[src/design/acec_consts.svh]
// register map, field layout, reset values and sizes of the comparator control
`ifndef ACEC_CONSTS_SVH
`define ACEC_CONSTS_SVH

`define ACEC_NUM_COMP        3
`define ACEC_ADDR_W          8
`define ACEC_DATA_W          32

// ----------------------------------------------------------------------------
// register offsets (byte addresses)
// ----------------------------------------------------------------------------
`define ACEC_CFG0_OFF        8'h00
`define ACEC_CFG_STRIDE      8'h04
`define ACEC_REF_OFF         8'h10
`define ACEC_INT_EN_OFF      8'h14
`define ACEC_RAW_STAT_OFF    8'h18
`define ACEC_MASK_STAT_OFF   8'h1c
`define ACEC_INT_CLR_OFF     8'h20
`define ACEC_VALUE_OFF       8'h24

// ----------------------------------------------------------------------------
// per-comparator configuration fields
// ----------------------------------------------------------------------------
`define ACEC_CFG_W           14
`define ACEC_CFG_TRIG_LSB    0
`define ACEC_CFG_INT_LSB     4
`define ACEC_CFG_SRC_LSB     8
`define ACEC_CFG_OUT_EN_BIT  12
`define ACEC_CFG_OUT_INV_BIT 13
`define ACEC_CFG_WR_MASK     14'h3777
`define ACEC_CFG_RST         14'h0000

// ----------------------------------------------------------------------------
// internal reference code: 0 off, 1..28 levels from 0 V upward
// ----------------------------------------------------------------------------
`define ACEC_REF_W           5
`define ACEC_REF_OFF_CODE    5'h00
`define ACEC_REF_MAX_CODE    5'h1c
`define ACEC_REF_RST         5'h00

`define ACEC_INT_EN_RST      3'h0

`endif

[src/design/acec_pkg.sv]
// types shared by the comparator control modules
package acec_pkg;

    typedef enum logic [2:0] {
        ADC_TRIGGER_NEVER        = 3'h0,
        ADC_TRIGGER_LEVEL_HIGH   = 3'h1,
        ADC_TRIGGER_LEVEL_LOW    = 3'h2,
        ADC_TRIGGER_FALLING_EDGE = 3'h3,
        ADC_TRIGGER_RISING_EDGE  = 3'h4,
        ADC_TRIGGER_ANY_EDGE     = 3'h5
    } acec_trig_t;

    typedef enum logic [2:0] {
        INT_LEVEL_HIGH   = 3'h0,
        INT_LEVEL_LOW    = 3'h1,
        INT_FALLING_EDGE = 3'h2,
        INT_RISING_EDGE  = 3'h3,
        INT_ANY_EDGE     = 3'h4
    } acec_int_t;

    typedef enum logic [1:0] {
        REFERENCE_OWN_PIN        = 2'h0,
        REFERENCE_FIRST_UNIT_PIN = 2'h1,
        REFERENCE_INTERNAL_LEVEL = 2'h2
    } acec_ref_src_t;

endpackage

[src/design/acec_sync.sv]
// two-stage synchroniser for the comparator outputs
`timescale 1ns/1ps
`default_nettype none

module acec_sync #(
    parameter int WIDTH = 1
) (
    input  wire logic             clock,
    input  wire logic             rst_b,
    input  wire logic [WIDTH-1:0] asyncIn,
    output logic      [WIDTH-1:0] syncOut
);

    logic [WIDTH-1:0] stage1_q;
    logic [WIDTH-1:0] stage2_q;
    logic [WIDTH-1:0] stage1_d;
    logic [WIDTH-1:0] stage2_d;

    always_comb begin
        stage1_d = asyncIn;
        stage2_d = stage1_q;
    end

    always_ff @(posedge clock or negedge rst_b) begin
        if (!rst_b) begin
            stage1_q <= '0;
            stage2_q <= '0;
        end else begin
            stage1_q <= stage1_d;
            stage2_q <= stage2_d;
        end
    end

    assign syncOut = stage2_q;

endmodule

`default_nettype wire

[src/design/acec_unit.sv]
// edge detection and trigger / interrupt conditions of one comparator
`timescale 1ns/1ps
`default_nettype none

module acec_unit (
    input  wire logic               clock,
    input  wire logic               rst_b,
    input  wire logic               compLevel,
    input  wire logic [2:0]         trigSel,
    input  wire logic [2:0]         intSel,
    output logic                    trigHit,
    output logic                    intHit
);

    logic prev_q;
    logic prev_d;
    logic primed_q;
    logic primed_d;
    logic rise;
    logic fall;

    // --------------------------------------------------------------------
    // previous sample; no edge reported before the first real sample
    // --------------------------------------------------------------------
    always_comb begin
        prev_d   = compLevel;
        primed_d = 1'b1;
        rise     = primed_q & compLevel & ~prev_q;
        fall     = primed_q & ~compLevel & prev_q;
    end

    always_ff @(posedge clock or negedge rst_b) begin
        if (!rst_b) begin
            prev_q   <= 1'b0;
            primed_q <= 1'b0;
        end else begin
            prev_q   <= prev_d;
            primed_q <= primed_d;
        end
    end

    // --------------------------------------------------------------------
    // conditions, each chosen on its own select
    // --------------------------------------------------------------------
    always_comb begin
        case (acec_pkg::acec_trig_t'(trigSel))
            acec_pkg::ADC_TRIGGER_LEVEL_HIGH:   trigHit = compLevel;
            acec_pkg::ADC_TRIGGER_LEVEL_LOW:    trigHit = ~compLevel;
            acec_pkg::ADC_TRIGGER_FALLING_EDGE: trigHit = fall;
            acec_pkg::ADC_TRIGGER_RISING_EDGE:  trigHit = rise;
            acec_pkg::ADC_TRIGGER_ANY_EDGE:     trigHit = rise | fall;
            default:                            trigHit = 1'b0;
        endcase
        case (acec_pkg::acec_int_t'(intSel))
            acec_pkg::INT_LEVEL_HIGH:   intHit = compLevel;
            acec_pkg::INT_LEVEL_LOW:    intHit = ~compLevel;
            acec_pkg::INT_FALLING_EDGE: intHit = fall;
            acec_pkg::INT_RISING_EDGE:  intHit = rise;
            acec_pkg::INT_ANY_EDGE:     intHit = rise | fall;
            default:                    intHit = 1'b0;
        endcase
    end

endmodule

`default_nettype wire

[src/design/acec_top.sv]
// register file, interrupt and pin logic of the analog comparator bank
`timescale 1ns/1ps
`default_nettype none
`include "acec_consts.svh"

// Functional notes
// - reference source: own pin, unit 0 pin, internal
// - ADC trigger: never, high, low, fall, rise, both
// - interrupt: high, low, fall, rise, both
// - trigger and interrupt conditions chosen independently
// - optional pin output, plain or inverted
// - clear drops pending; held level re-asserts
// - interrupt enable gates path to processor
// - raw and masked interrupt status readable
// - present comparator output level readable
// - internal reference code: off or level
module acec_top (
    input  wire logic                          clock,
    input  wire logic                          rst_b,
    input  wire logic [`ACEC_ADDR_W-1:0]       addr,
    input  wire logic [`ACEC_DATA_W-1:0]       wrData,
    input  wire logic                          wrStb,
    input  wire logic                          rdStb,
    output logic      [`ACEC_DATA_W-1:0]       rdData,
    input  wire logic [`ACEC_NUM_COMP-1:0]     compRaw,
    output logic      [`ACEC_NUM_COMP-1:0]     adcTrigger,
    output logic      [`ACEC_NUM_COMP-1:0]     compPin,
    output logic      [`ACEC_NUM_COMP-1:0]     compPinEn,
    output logic      [2*`ACEC_NUM_COMP-1:0]   refSourceSel,
    output logic      [`ACEC_REF_W-1:0]        refLevelCode,
    output logic                               irq
);

    localparam int N = `ACEC_NUM_COMP;

    logic [`ACEC_CFG_W-1:0]  cfg_q [N];
    logic [`ACEC_CFG_W-1:0]  cfg_d [N];
    logic [`ACEC_REF_W-1:0]  refCode_q;
    logic [`ACEC_REF_W-1:0]  refCode_d;
    logic [N-1:0]            intEn_q;
    logic [N-1:0]            intEn_d;
    logic [N-1:0]            rawStat_q;
    logic [N-1:0]            rawStat_d;
    logic [`ACEC_DATA_W-1:0] rdData_q;
    logic [`ACEC_DATA_W-1:0] rdData_d;
    logic [N-1:0]            adcTrig_q;
    logic [N-1:0]            adcTrig_d;
    logic [N-1:0]            pin_q;
    logic [N-1:0]            pin_d;
    logic [N-1:0]            pinEn_q;
    logic [N-1:0]            pinEn_d;
    logic                    irq_q;
    logic                    irq_d;

    logic [N-1:0]            compLevel;
    logic [N-1:0]            trigHit;
    logic [N-1:0]            intHit;
    logic [N-1:0]            statClr;
    logic [2*N-1:0]          srcSel;

    // ------------------------------------------------------------------------
    // comparator outputs into the clock domain
    // ------------------------------------------------------------------------
    acec_sync #(
        .WIDTH   (N)
    ) u_sync (
        .clock   (clock),
        .rst_b   (rst_b),
        .asyncIn (compRaw),
        .syncOut (compLevel)
    );

    // ------------------------------------------------------------------------
    // per-comparator condition logic
    // ------------------------------------------------------------------------
    for (genvar g = 0; g < N; g++) begin : g_unit
        acec_unit u_unit (
            .clock     (clock),
            .rst_b     (rst_b),
            .compLevel (compLevel[g]),
            .trigSel   (cfg_q[g][`ACEC_CFG_TRIG_LSB +: 3]),
            .intSel    (cfg_q[g][`ACEC_CFG_INT_LSB +: 3]),
            .trigHit   (trigHit[g]),
            .intHit    (intHit[g])
        );
    end

    // ------------------------------------------------------------------------
    // register writes, status clear and read mux
    // ------------------------------------------------------------------------
    always_comb begin
        cfg_d     = cfg_q;
        refCode_d = refCode_q;
        intEn_d   = intEn_q;
        statClr   = '0;
        rdData_d  = '0;
        for (int i = 0; i < N; i++) begin
            if (wrStb && addr == 8'(`ACEC_CFG0_OFF + `ACEC_CFG_STRIDE * i)) begin
                cfg_d[i] = wrData[`ACEC_CFG_W-1:0] & `ACEC_CFG_WR_MASK;
            end
        end
        if (wrStb && addr == `ACEC_REF_OFF &&
            wrData[`ACEC_REF_W-1:0] <= `ACEC_REF_MAX_CODE) begin
            refCode_d = wrData[`ACEC_REF_W-1:0];
        end
        if (wrStb && addr == `ACEC_INT_EN_OFF) begin
            intEn_d = wrData[N-1:0];
        end
        if (wrStb && addr == `ACEC_INT_CLR_OFF) begin
            statClr = wrData[N-1:0];
        end
        if (rdStb && addr == `ACEC_RAW_STAT_OFF) begin
            statClr = '1;
        end
        if (rdStb) begin
            for (int i = 0; i < N; i++) begin
                if (addr == 8'(`ACEC_CFG0_OFF + `ACEC_CFG_STRIDE * i)) begin
                    rdData_d[`ACEC_CFG_W-1:0] = cfg_q[i];
                end
            end
            case (addr)
                `ACEC_REF_OFF: begin
                    rdData_d[`ACEC_REF_W-1:0] = refCode_q;
                end
                `ACEC_INT_EN_OFF: begin
                    rdData_d[N-1:0] = intEn_q;
                end
                `ACEC_RAW_STAT_OFF: begin
                    rdData_d[N-1:0] = rawStat_q;
                end
                `ACEC_MASK_STAT_OFF: begin
                    rdData_d[N-1:0] = rawStat_q & intEn_q;
                end
                `ACEC_VALUE_OFF: begin
                    rdData_d[N-1:0] = compLevel;
                end
                default: begin
                    rdData_d = rdData_d;
                end
            endcase
        end
        // set wins over clear: a held level re-asserts at once
        rawStat_d = (rawStat_q & ~statClr) | intHit;
    end

    // ------------------------------------------------------------------------
    // outputs toward pins, ADC sequencer and interrupt controller
    // ------------------------------------------------------------------------
    always_comb begin
        for (int i = 0; i < N; i++) begin
            pinEn_d[i] = cfg_q[i][`ACEC_CFG_OUT_EN_BIT];
            pin_d[i]   = pinEn_d[i] &
                         (compLevel[i] ^ cfg_q[i][`ACEC_CFG_OUT_INV_BIT]);
            srcSel[2*i +: 2] = cfg_q[i][`ACEC_CFG_SRC_LSB +: 2];
        end
        adcTrig_d = trigHit;
        irq_d     = |(rawStat_d & intEn_d);
    end

    always_ff @(posedge clock or negedge rst_b) begin
        if (!rst_b) begin
            for (int i = 0; i < N; i++) begin
                cfg_q[i] <= `ACEC_CFG_RST;
            end
            refCode_q <= `ACEC_REF_RST;
            intEn_q   <= `ACEC_INT_EN_RST;
            rawStat_q <= '0;
            rdData_q  <= '0;
            adcTrig_q <= '0;
            pin_q     <= '0;
            pinEn_q   <= '0;
            irq_q     <= 1'b0;
        end else begin
            cfg_q     <= cfg_d;
            refCode_q <= refCode_d;
            intEn_q   <= intEn_d;
            rawStat_q <= rawStat_d;
            rdData_q  <= rdData_d;
            adcTrig_q <= adcTrig_d;
            pin_q     <= pin_d;
            pinEn_q   <= pinEn_d;
            irq_q     <= irq_d;
        end
    end

    assign rdData       = rdData_q;
    assign adcTrigger   = adcTrig_q;
    assign compPin      = pin_q;
    assign compPinEn    = pinEn_q;
    assign refLevelCode = refCode_q;
    assign irq          = irq_q;

    // source select drawn straight from the configuration flops
    assign refSourceSel = srcSel;

endmodule

`default_nettype wire

[config.mk]
export PLATFORM = sky130hd
export DESIGN_NAME = acec_top
export DESIGN_NICKNAME = d
export VERILOG_FILES = /design/src/design/acec_pkg.sv /design/src/design/acec_sync.sv /design/src/design/acec_unit.sv /design/src/design/acec_top.sv
export VERILOG_INCLUDE_DIRS = /design/src /design/src/design
export SDC_FILE = /design/constraint.sdc
export NUM_CORES = 1
export LEC_CHECK = 0
export BUFFER_PORTS_ARGS = -buffer_cell sky130_fd_sc_hd__buf_2
export CELL_PAD_IN_SITES_DETAIL_PLACEMENT = 0
export CELL_PAD_IN_SITES_GLOBAL_PLACEMENT = 1
export CORE_ASPECT_RATIO = 0.7
export CORE_MARGIN = 5
export CORE_UTILIZATION = 41
export CTS_BUF_LIST = sky130_fd_sc_hd__clkbuf_4 sky130_fd_sc_hd__clkbuf_8 sky130_fd_sc_hd__clkbuf_16
export DETAILED_ROUTE_END_ITERATION = 8
export PLACE_DENSITY_LB_ADDON = 0.3
export SYNTH_ARGS = -nofsm -noshare
export SYNTH_HDL_FRONTEND = slang
export SYNTH_SLANG_ARGS = --single-unit
[constraint.sdc]
create_clock -name clock -period 2.04 [get_ports clock]
set_clock_uncertainty 0.05 [all_clocks]
set_input_delay 0 -clock clock [delete_from_list [all_inputs] [get_ports clock]]
set_output_delay 0 -clock clock [all_outputs]
set_load 0.02 [all_outputs]
# == Word level (Yosys, flattened, before mapping) ==
# Index checks and enable logic that the tools add are counted.
# op_classes
n_lt_le_gt_ge,1
eq_ne,35
bitwise,32
mux,15
n_reduce_logical,13
# ops
operator,n
two-way mux 14 bit,4
equality test 3 x 2 -> 1 bit (second input constant),12
equality test 8 x 5 -> 1 bit (second input constant),4
case mux 1 bit (5 select lines),6
equality test 3 bit (second input constant),9
equality test 3 x 1 -> 1 bit (second input constant),6
equality test 8 x 6 -> 1 bit (second input constant),2
bitwise AND 1 bit,15
case mux 3 bit (5 select lines),1
bitwise AND 3 bit,3
zero test 3 bit,3
two-way mux 3 bit,3
equality test 8 x 3 -> 1 bit (second input constant),1
equality test 8 x 4 -> 1 bit (second input constant),1
logical AND 1 bit,8
zero test 8 bit,1
inverter 1 bit,6
less-or-equal comparator 5 bit (second input constant),1
inverter 3 bit,1
bitwise OR 1 bit,3
bitwise OR 3 bit,1
OR reduction 3 bit,1
bitwise XOR 1 bit,3
two-way mux 2 bit,1
# word_totals
regBits,96
input_bits,47
wordCells,113
output_inout_bits,53

# == Depth between registers and ports, before layout ==
# depth
word_depth,9
depth_mapped,7
mapped_depth_nobuf,5

# == Cells and area by module ==
# Synthesis repeated with hierarchy kept, for this count alone.
# hier_totals
hier_cells,293
hier_area_um2,3686.0
# modules_own_cells
mod,instances,seq_area_each_um2,cells_each,area_each_um2
acec_top,1,1651.6,227,3014.1
acec_unit,3,50.0,20,173.9
acec_sync,1,150.1,6,150.1

# == Least setup slack after synthesis ==
# No wires, ideal clock.
# synth_timing
kind,reg-to-reg
startpoint,"reg u_sync.stage2_q[0], in the netlist u_sync.syncOut[0]"
endpoint,"reg irq_q, in the netlist irq"
path_slack_ns,0.371
path_buffers,1
path_stages_with_launch,7
period_less_slack_ns,1.669
arrival_time_ns,1.552
setup_time_ns,0.067
required_ns,1.923
path_cell_list,dfrtp_1 -> buf_2 -> or4b_2 -> o41ai_1 -> o21ai_0 -> o311ai_0 -> a221o_1
# synth_via
elab_chain_len,8
word_cells_on_any_way,10
classes_between,mux (1); bitwise (8); reduce/logical (1)
# synth_lines
item,line_no,source
from (decl),acec_sync.sv:15,logic [WIDTH-1:0] stage2_q;
from (signal assigned),acec_sync.sv:30,stage2_q <= stage2_d;
inverter 1 bit,"acec_unit.sv:29, acec_unit.sv:56",
bitwise AND 1 bit (2 in a row),acec_unit.sv:29,fall = primed_q & ~compLevel & prev_q;
bitwise OR 1 bit,acec_unit.sv:59,acec_pkg::INT_ANY_EDGE: intHit = rise | fall;
case mux 1 bit (5 select lines) (*),acec_unit.sv:54,case (acec_pkg::acec_int_t'(intSel))
bitwise OR 3 bit (*),acec_top.sv:143,rawStat_d = (rawStat_q & ~statClr) | intHit;
named net rawStat_d[0],acec_top.sv:43,logic [N-1:0] rawStat_d;
bitwise AND 3 bit (*),acec_top.sv:157,irq_d = |(rawStat_d & intEn_d);
OR reduction 3 bit (*),acec_top.sv:157,
named net irq_d,acec_top.sv:53,logic irq_d;
to (signal assigned),acec_top.sv:182,irq_q <= irq_d;
to (decl),acec_top.sv:52,logic irq_q;
# Mark *: on every way through the listed nets, which the timed path passes. The rest lies on a longest branch.
# A chain may end at the register's enable or synchronous reset.

# == Final worst setup path ==
# layout_timing
startpoint,reg cfg_q[33] (netlist bit)
endpoint,"reg irq_q, in the netlist irq"
# layout_via
elab_chain_len,5
word_cells_on_any_way,9
classes_between,eq/ne (4); mux (1); bitwise (2); reduce/logical (2)
# layout_lines
item,line_no,source
from (decl),acec_top.sv:36,logic [`ACEC_CFG_W-1:0] cfg_q [N];
"from (signal, indexed assignment)",acec_top.sv:163,cfg_q[i] <= `ACEC_CFG_RST;
from (signal assigned),acec_top.sv:174,cfg_q <= cfg_d;
equality test 3 bit (tied with other cells),acec_unit.sv:54,
case mux 1 bit (5 select lines) (*),acec_unit.sv:54,
bitwise OR 3 bit (*),acec_top.sv:143,
named net rawStat_d[0],acec_top.sv:43,
bitwise AND 3 bit (*),acec_top.sv:157,
OR reduction 3 bit (*),acec_top.sv:157,
named net irq_d,acec_top.sv:53,
# Marks and branches as above.

==> flow_summary_export.csv <==
group,metric,value,unit
timing,report.final.setup_viol,0,
floorplanning,fp.dieH,88.1,um
timing,report.final.hold_viol_count,0,
cells_and_area,area_growth,23.8,%
cells_and_area,design.final.nets,423,
clocking,clock_tree.root_cell,"sky130_fd_sc_hd__clkbuf_16",
placement,finalWeightedCongestion,0.820,
placement,detailed_place_hpwl,6.16,mm
global_routing,grt_start_max_net_pins,41,
worst_setup_path,crit_path_start,"cfg_q[33]$_DFFE_PN0P_",
worst_setup_path,path_max_fanout,6,
clocking,cts-htree-levels,3,
drt,finalWirelength,8.40,mm
hold_path,hold_crit_class,"in -> reg",
timing,setup_tns,0,ns
worst_setup_path,worstSetupPathType,"reg -> reg",
power,leakage_power_total,2.22,nW
worst_setup_path,cp_num_buf_inv,0,
drt,remaining_drc_errors,0,
worst_setup_path,setup.worst_path.start_class,"flip-flop",
cells_and_area,layout.filler_cells,797,
timing,rsz0062_at_grt,"false",
worst_setup_path,critical_path.slowest_cell,"sky130_fd_sc_hd__or4b_2",
clocking,cts_sinks,76,
yosys,synth_area_leaders,"sky130_fd_sc_hd__dfrtp_1 53%, sky130_fd_sc_hd__mux2_2 12%, sky130_fd_sc_hd__buf_4 5.5%, sky130_fd_sc_hd__a222oi_1 2.8%, sky130_fd_sc_hd__nor2b_1 2.1%",
cells_and_area,n_antenna_cell,0,
drt,final_antenna_net_count,0,
yosys,synth.yosys.warnings,0,
timing,timing.slew.headroom,46.9,%
yosys,synthMostInstantiatedCell,"sky130_fd_sc_hd__dfrtp_1",
power,power.density_cell_area,825,nW/um^2
timing,fin_crit_sh,91.2,%
cells_and_area,final_cell_area,4420,um^2
floorplanning,num_rows,28,
global_routing,antenna_found_initial,0,
power,clkPwrFrac,46.7,%
clocking,cts.clk_slew.worst_paths,0.06,ns
worst_setup_path,worst_path_largest_cell_delay,0.65,ns
clocking,cts_tree,"yes",
worst_setup_path,critPathArrivalTime,2.08,ns
yosys,edff_count_synth,0,
yosys,post_synth_inst_count,296,
worst_setup_path,cp.required,2.26,ns
clocking,clockBufferDepth,2,
yosys,ys_seq_area_share,53.3,%
global_routing,track_usage,17.0,%
floorplanning,coreArea,8480,um^2
power,switching_power,0.000818,W
drt,initialDrtViolationCount,133,
outcome,outcome,"complete, no violations",
placement,port_buffers,59,
job,drv_cap,0,
power,power.combinational.fraction,8.8,%
timing,fmaxAchievable,538,MHz
drt,drt_pre_antenna_iters,5,
worst_setup_path,timing.rr.start,"cfg_q[33]$_DFFE_PN0P_",
power,netSwitchingFraction,22.4,%
hold_path,min_delay_worst_endpoint,"rdData[12]$_DFF_PN0_",
global_routing,first_global_vias,2532,
global_routing,grt_first_pass_wirelength,13.7,mm
clocking,worst_skew_pair.late_latency,0.33,ns
floorplanning,floorplan.io_pins,100,
timing,min_period,1.86,ns
yosys,async_reset_ff_share,100,%
yosys,synth_area,3570,um^2
yosys,synth_area_per_inst,12.1,um^2
hold_path,hold_path_depth,2,
timing,tightest_slew,0.787,ns
worst_setup_path,setup.reg_to_reg.worst_slack,0.18,ns
yosys,yosys.area.top_type_share,53.3,%
cells_and_area,final_layout_size_suffix_gt1_share,35.4,%
yosys,synth-main-ff-cell,"sky130_fd_sc_hd__dfrtp_1",
drt,via_per_inst,5.12,
worst_setup_path,cp.depth,5,
hold_path,min_from,"rdStb",
placement,post_dp_cell_area,3940,um^2
worst_setup_path,timing.reg2reg.worst_path_depth,5,
drt,detail_route.wl_per_cell,16.8,um
timing,timing_max_transition_violations_final,0,
power,p_int,0.00283,W
clocking,cts_buffers,9,
power,p_seq_share,44.4,%
worst_setup_path,critPathCaptureType,"flip-flop",
worst_setup_path,cell_type_group_with_the_largest_total_delay_on_the_critical_path,"compound AO/OA/AOI/OAI gates",
worst_setup_path,timing.critical_path.cells,"or4b_2 > o41ai_1 > o21ai_0 > o311ai_0 > a221o_1",
floorplanning,die_area,10700,um^2
floorplanning,start_util,42.1,%
power,peakVddDrop,612,uV
global_routing,gr-total-overflow,0,
yosys,largest_area_contributor_in_the_synthesized_netlist,"sky130_fd_sc_hd__dfrtp_1",
yosys,synth.lib_cells_used.distinct,49,
yosys,synth_top_cells_by_count,"76 x sky130_fd_sc_hd__dfrtp_1, 37 x sky130_fd_sc_hd__mux2_2, 26 x sky130_fd_sc_hd__buf_4, 13 x sky130_fd_sc_hd__nand2_1, 12 x sky130_fd_sc_hd__nor2b_1",
floorplanning,floorplan.die.width,122,um
worst_setup_path,reg2reg_to,"irq$_DFF_PN0_",
drt,route.vias.total,2565,
yosys,synth_seq_cells,76,
cells in the final DEF, fill, tap and decap left out, types with 7 or more instances in the layout:
master                          count
sky130_fd_sc_hd__dfrtp_1           76
sky130_fd_sc_hd__buf_2             58
sky130_fd_sc_hd__mux2_2            37
sky130_fd_sc_hd__conb_1            21
sky130_fd_sc_hd__dlygate4sd3_1     16
sky130_fd_sc_hd__buf_4             14
sky130_fd_sc_hd__nand2_1           13
sky130_fd_sc_hd__nor2b_1           12
sky130_fd_sc_hd__o21ai_0           10
sky130_fd_sc_hd__a222oi_1          10
sky130_fd_sc_hd__inv_1              9
sky130_fd_sc_hd__clkbuf_16          9
sky130_fd_sc_hd__nor2_1             8
sky130_fd_sc_hd__a21oi_1            8
sky130_fd_sc_hd__nand3_1            7
flip-flops by register name, indices dropped and copies added, names as in the netlist, 5 cells and up:
signal / flops
refLevelCode: 5
cfg_q: 27
refSourceSel: 6
rdData: 12
metal layers:
| layer | part of all wire [%] | GRT usage [%] |
|---|---|---|
| met5 | 0 | 0 |
| met4 | 1.0 | 4.58 |
| met3 | 6.7 | 4.97 |
| met2 | 42 | 24.5 |
| met1 | 50 | 25.1 |
cell type report:
class / count / area [um^2] / share of cell area [%]
well taps: 120 / 150 / 3.40
repair buffers: 89 / 576 / 13.0
clock inverters: 4 / 72.6 / 1.64
flip-flops and latches: 76 / 1900 / 43.0
inverters: 9 / 33.8 / 0.764
clock buffers: 12 / 254 / 5.74
multi-input cells: 191 / 1430 / 32.4
per-stage QoR:
stage / power [W] / utilization (%) / std cells / setup slack, ns / hold slack (ns)
floorplan: 0.00184 / - / 315 / 0.371 / -0.346
detailed placement: 0.00195 / 46.4 / 469 / 0.187 / -0.0378
global placement: 0.00194 / 46.4 / 469 / 0.221 / -0.0379
finish: 0.00365 / 52.2 / 501 / 0.180 / 0.0138
global route: 0.00380 / 52.2 / 501 / 0.107 / 0.0177
CTS: 0.00370 / 52.2 / 501 / 0.179 / 0.00413
power by group through the flow:
stage / Sequential [W] / Combinational (W) / Clock, W
3_5_place_dp: 0.00165 / 0.000303 / 0
2_1_floorplan: 0.00165 / 0.000192 / 0
4_1_cts: 0.00162 / 0.000327 / 0.00175
5_1_grt: 0.00163 / 0.000358 / 0.00181
6_report: 0.00162 / 0.000323 / 0.00171
3_3_place_gp: 0.00164 / 0.000298 / 0
worst max-delay path by stage:
stage / to
2_1_floorplan: irq$_DFF_PN0_
3_3_place_gp: refLevelCode[4]$_DFFE_PN0P_
3_5_place_dp: irq$_DFF_PN0_
4_1_cts: irq$_DFF_PN0_
5_1_grt: irq$_DFF_PN0_
6_report: irq$_DFF_PN0_
what timing repair did:
item                      in CTS  in global routing
gates resized for setup        0                  0
hold buffers                  16                  0
buffers inserted               0                  0
hold endpoints to repair      81                  0
cell families (layout without fill, tap and decap cells):
group | Yosys count | after routing | share of synthesized area [%]
xor+xnor | 8 | 8 | 1.96
simple gates | 73 | 73 | 13.0
flops | 76 | 76 | 53.3
mux | 42 | 42 | 13.2
compound gates | 47 | 47 | 9.78
other cells | 2 | 21 | 0.210
buf+inv | 48 | 114 | 8.58
No activity file was read; power rests on OpenSTA's default activity.
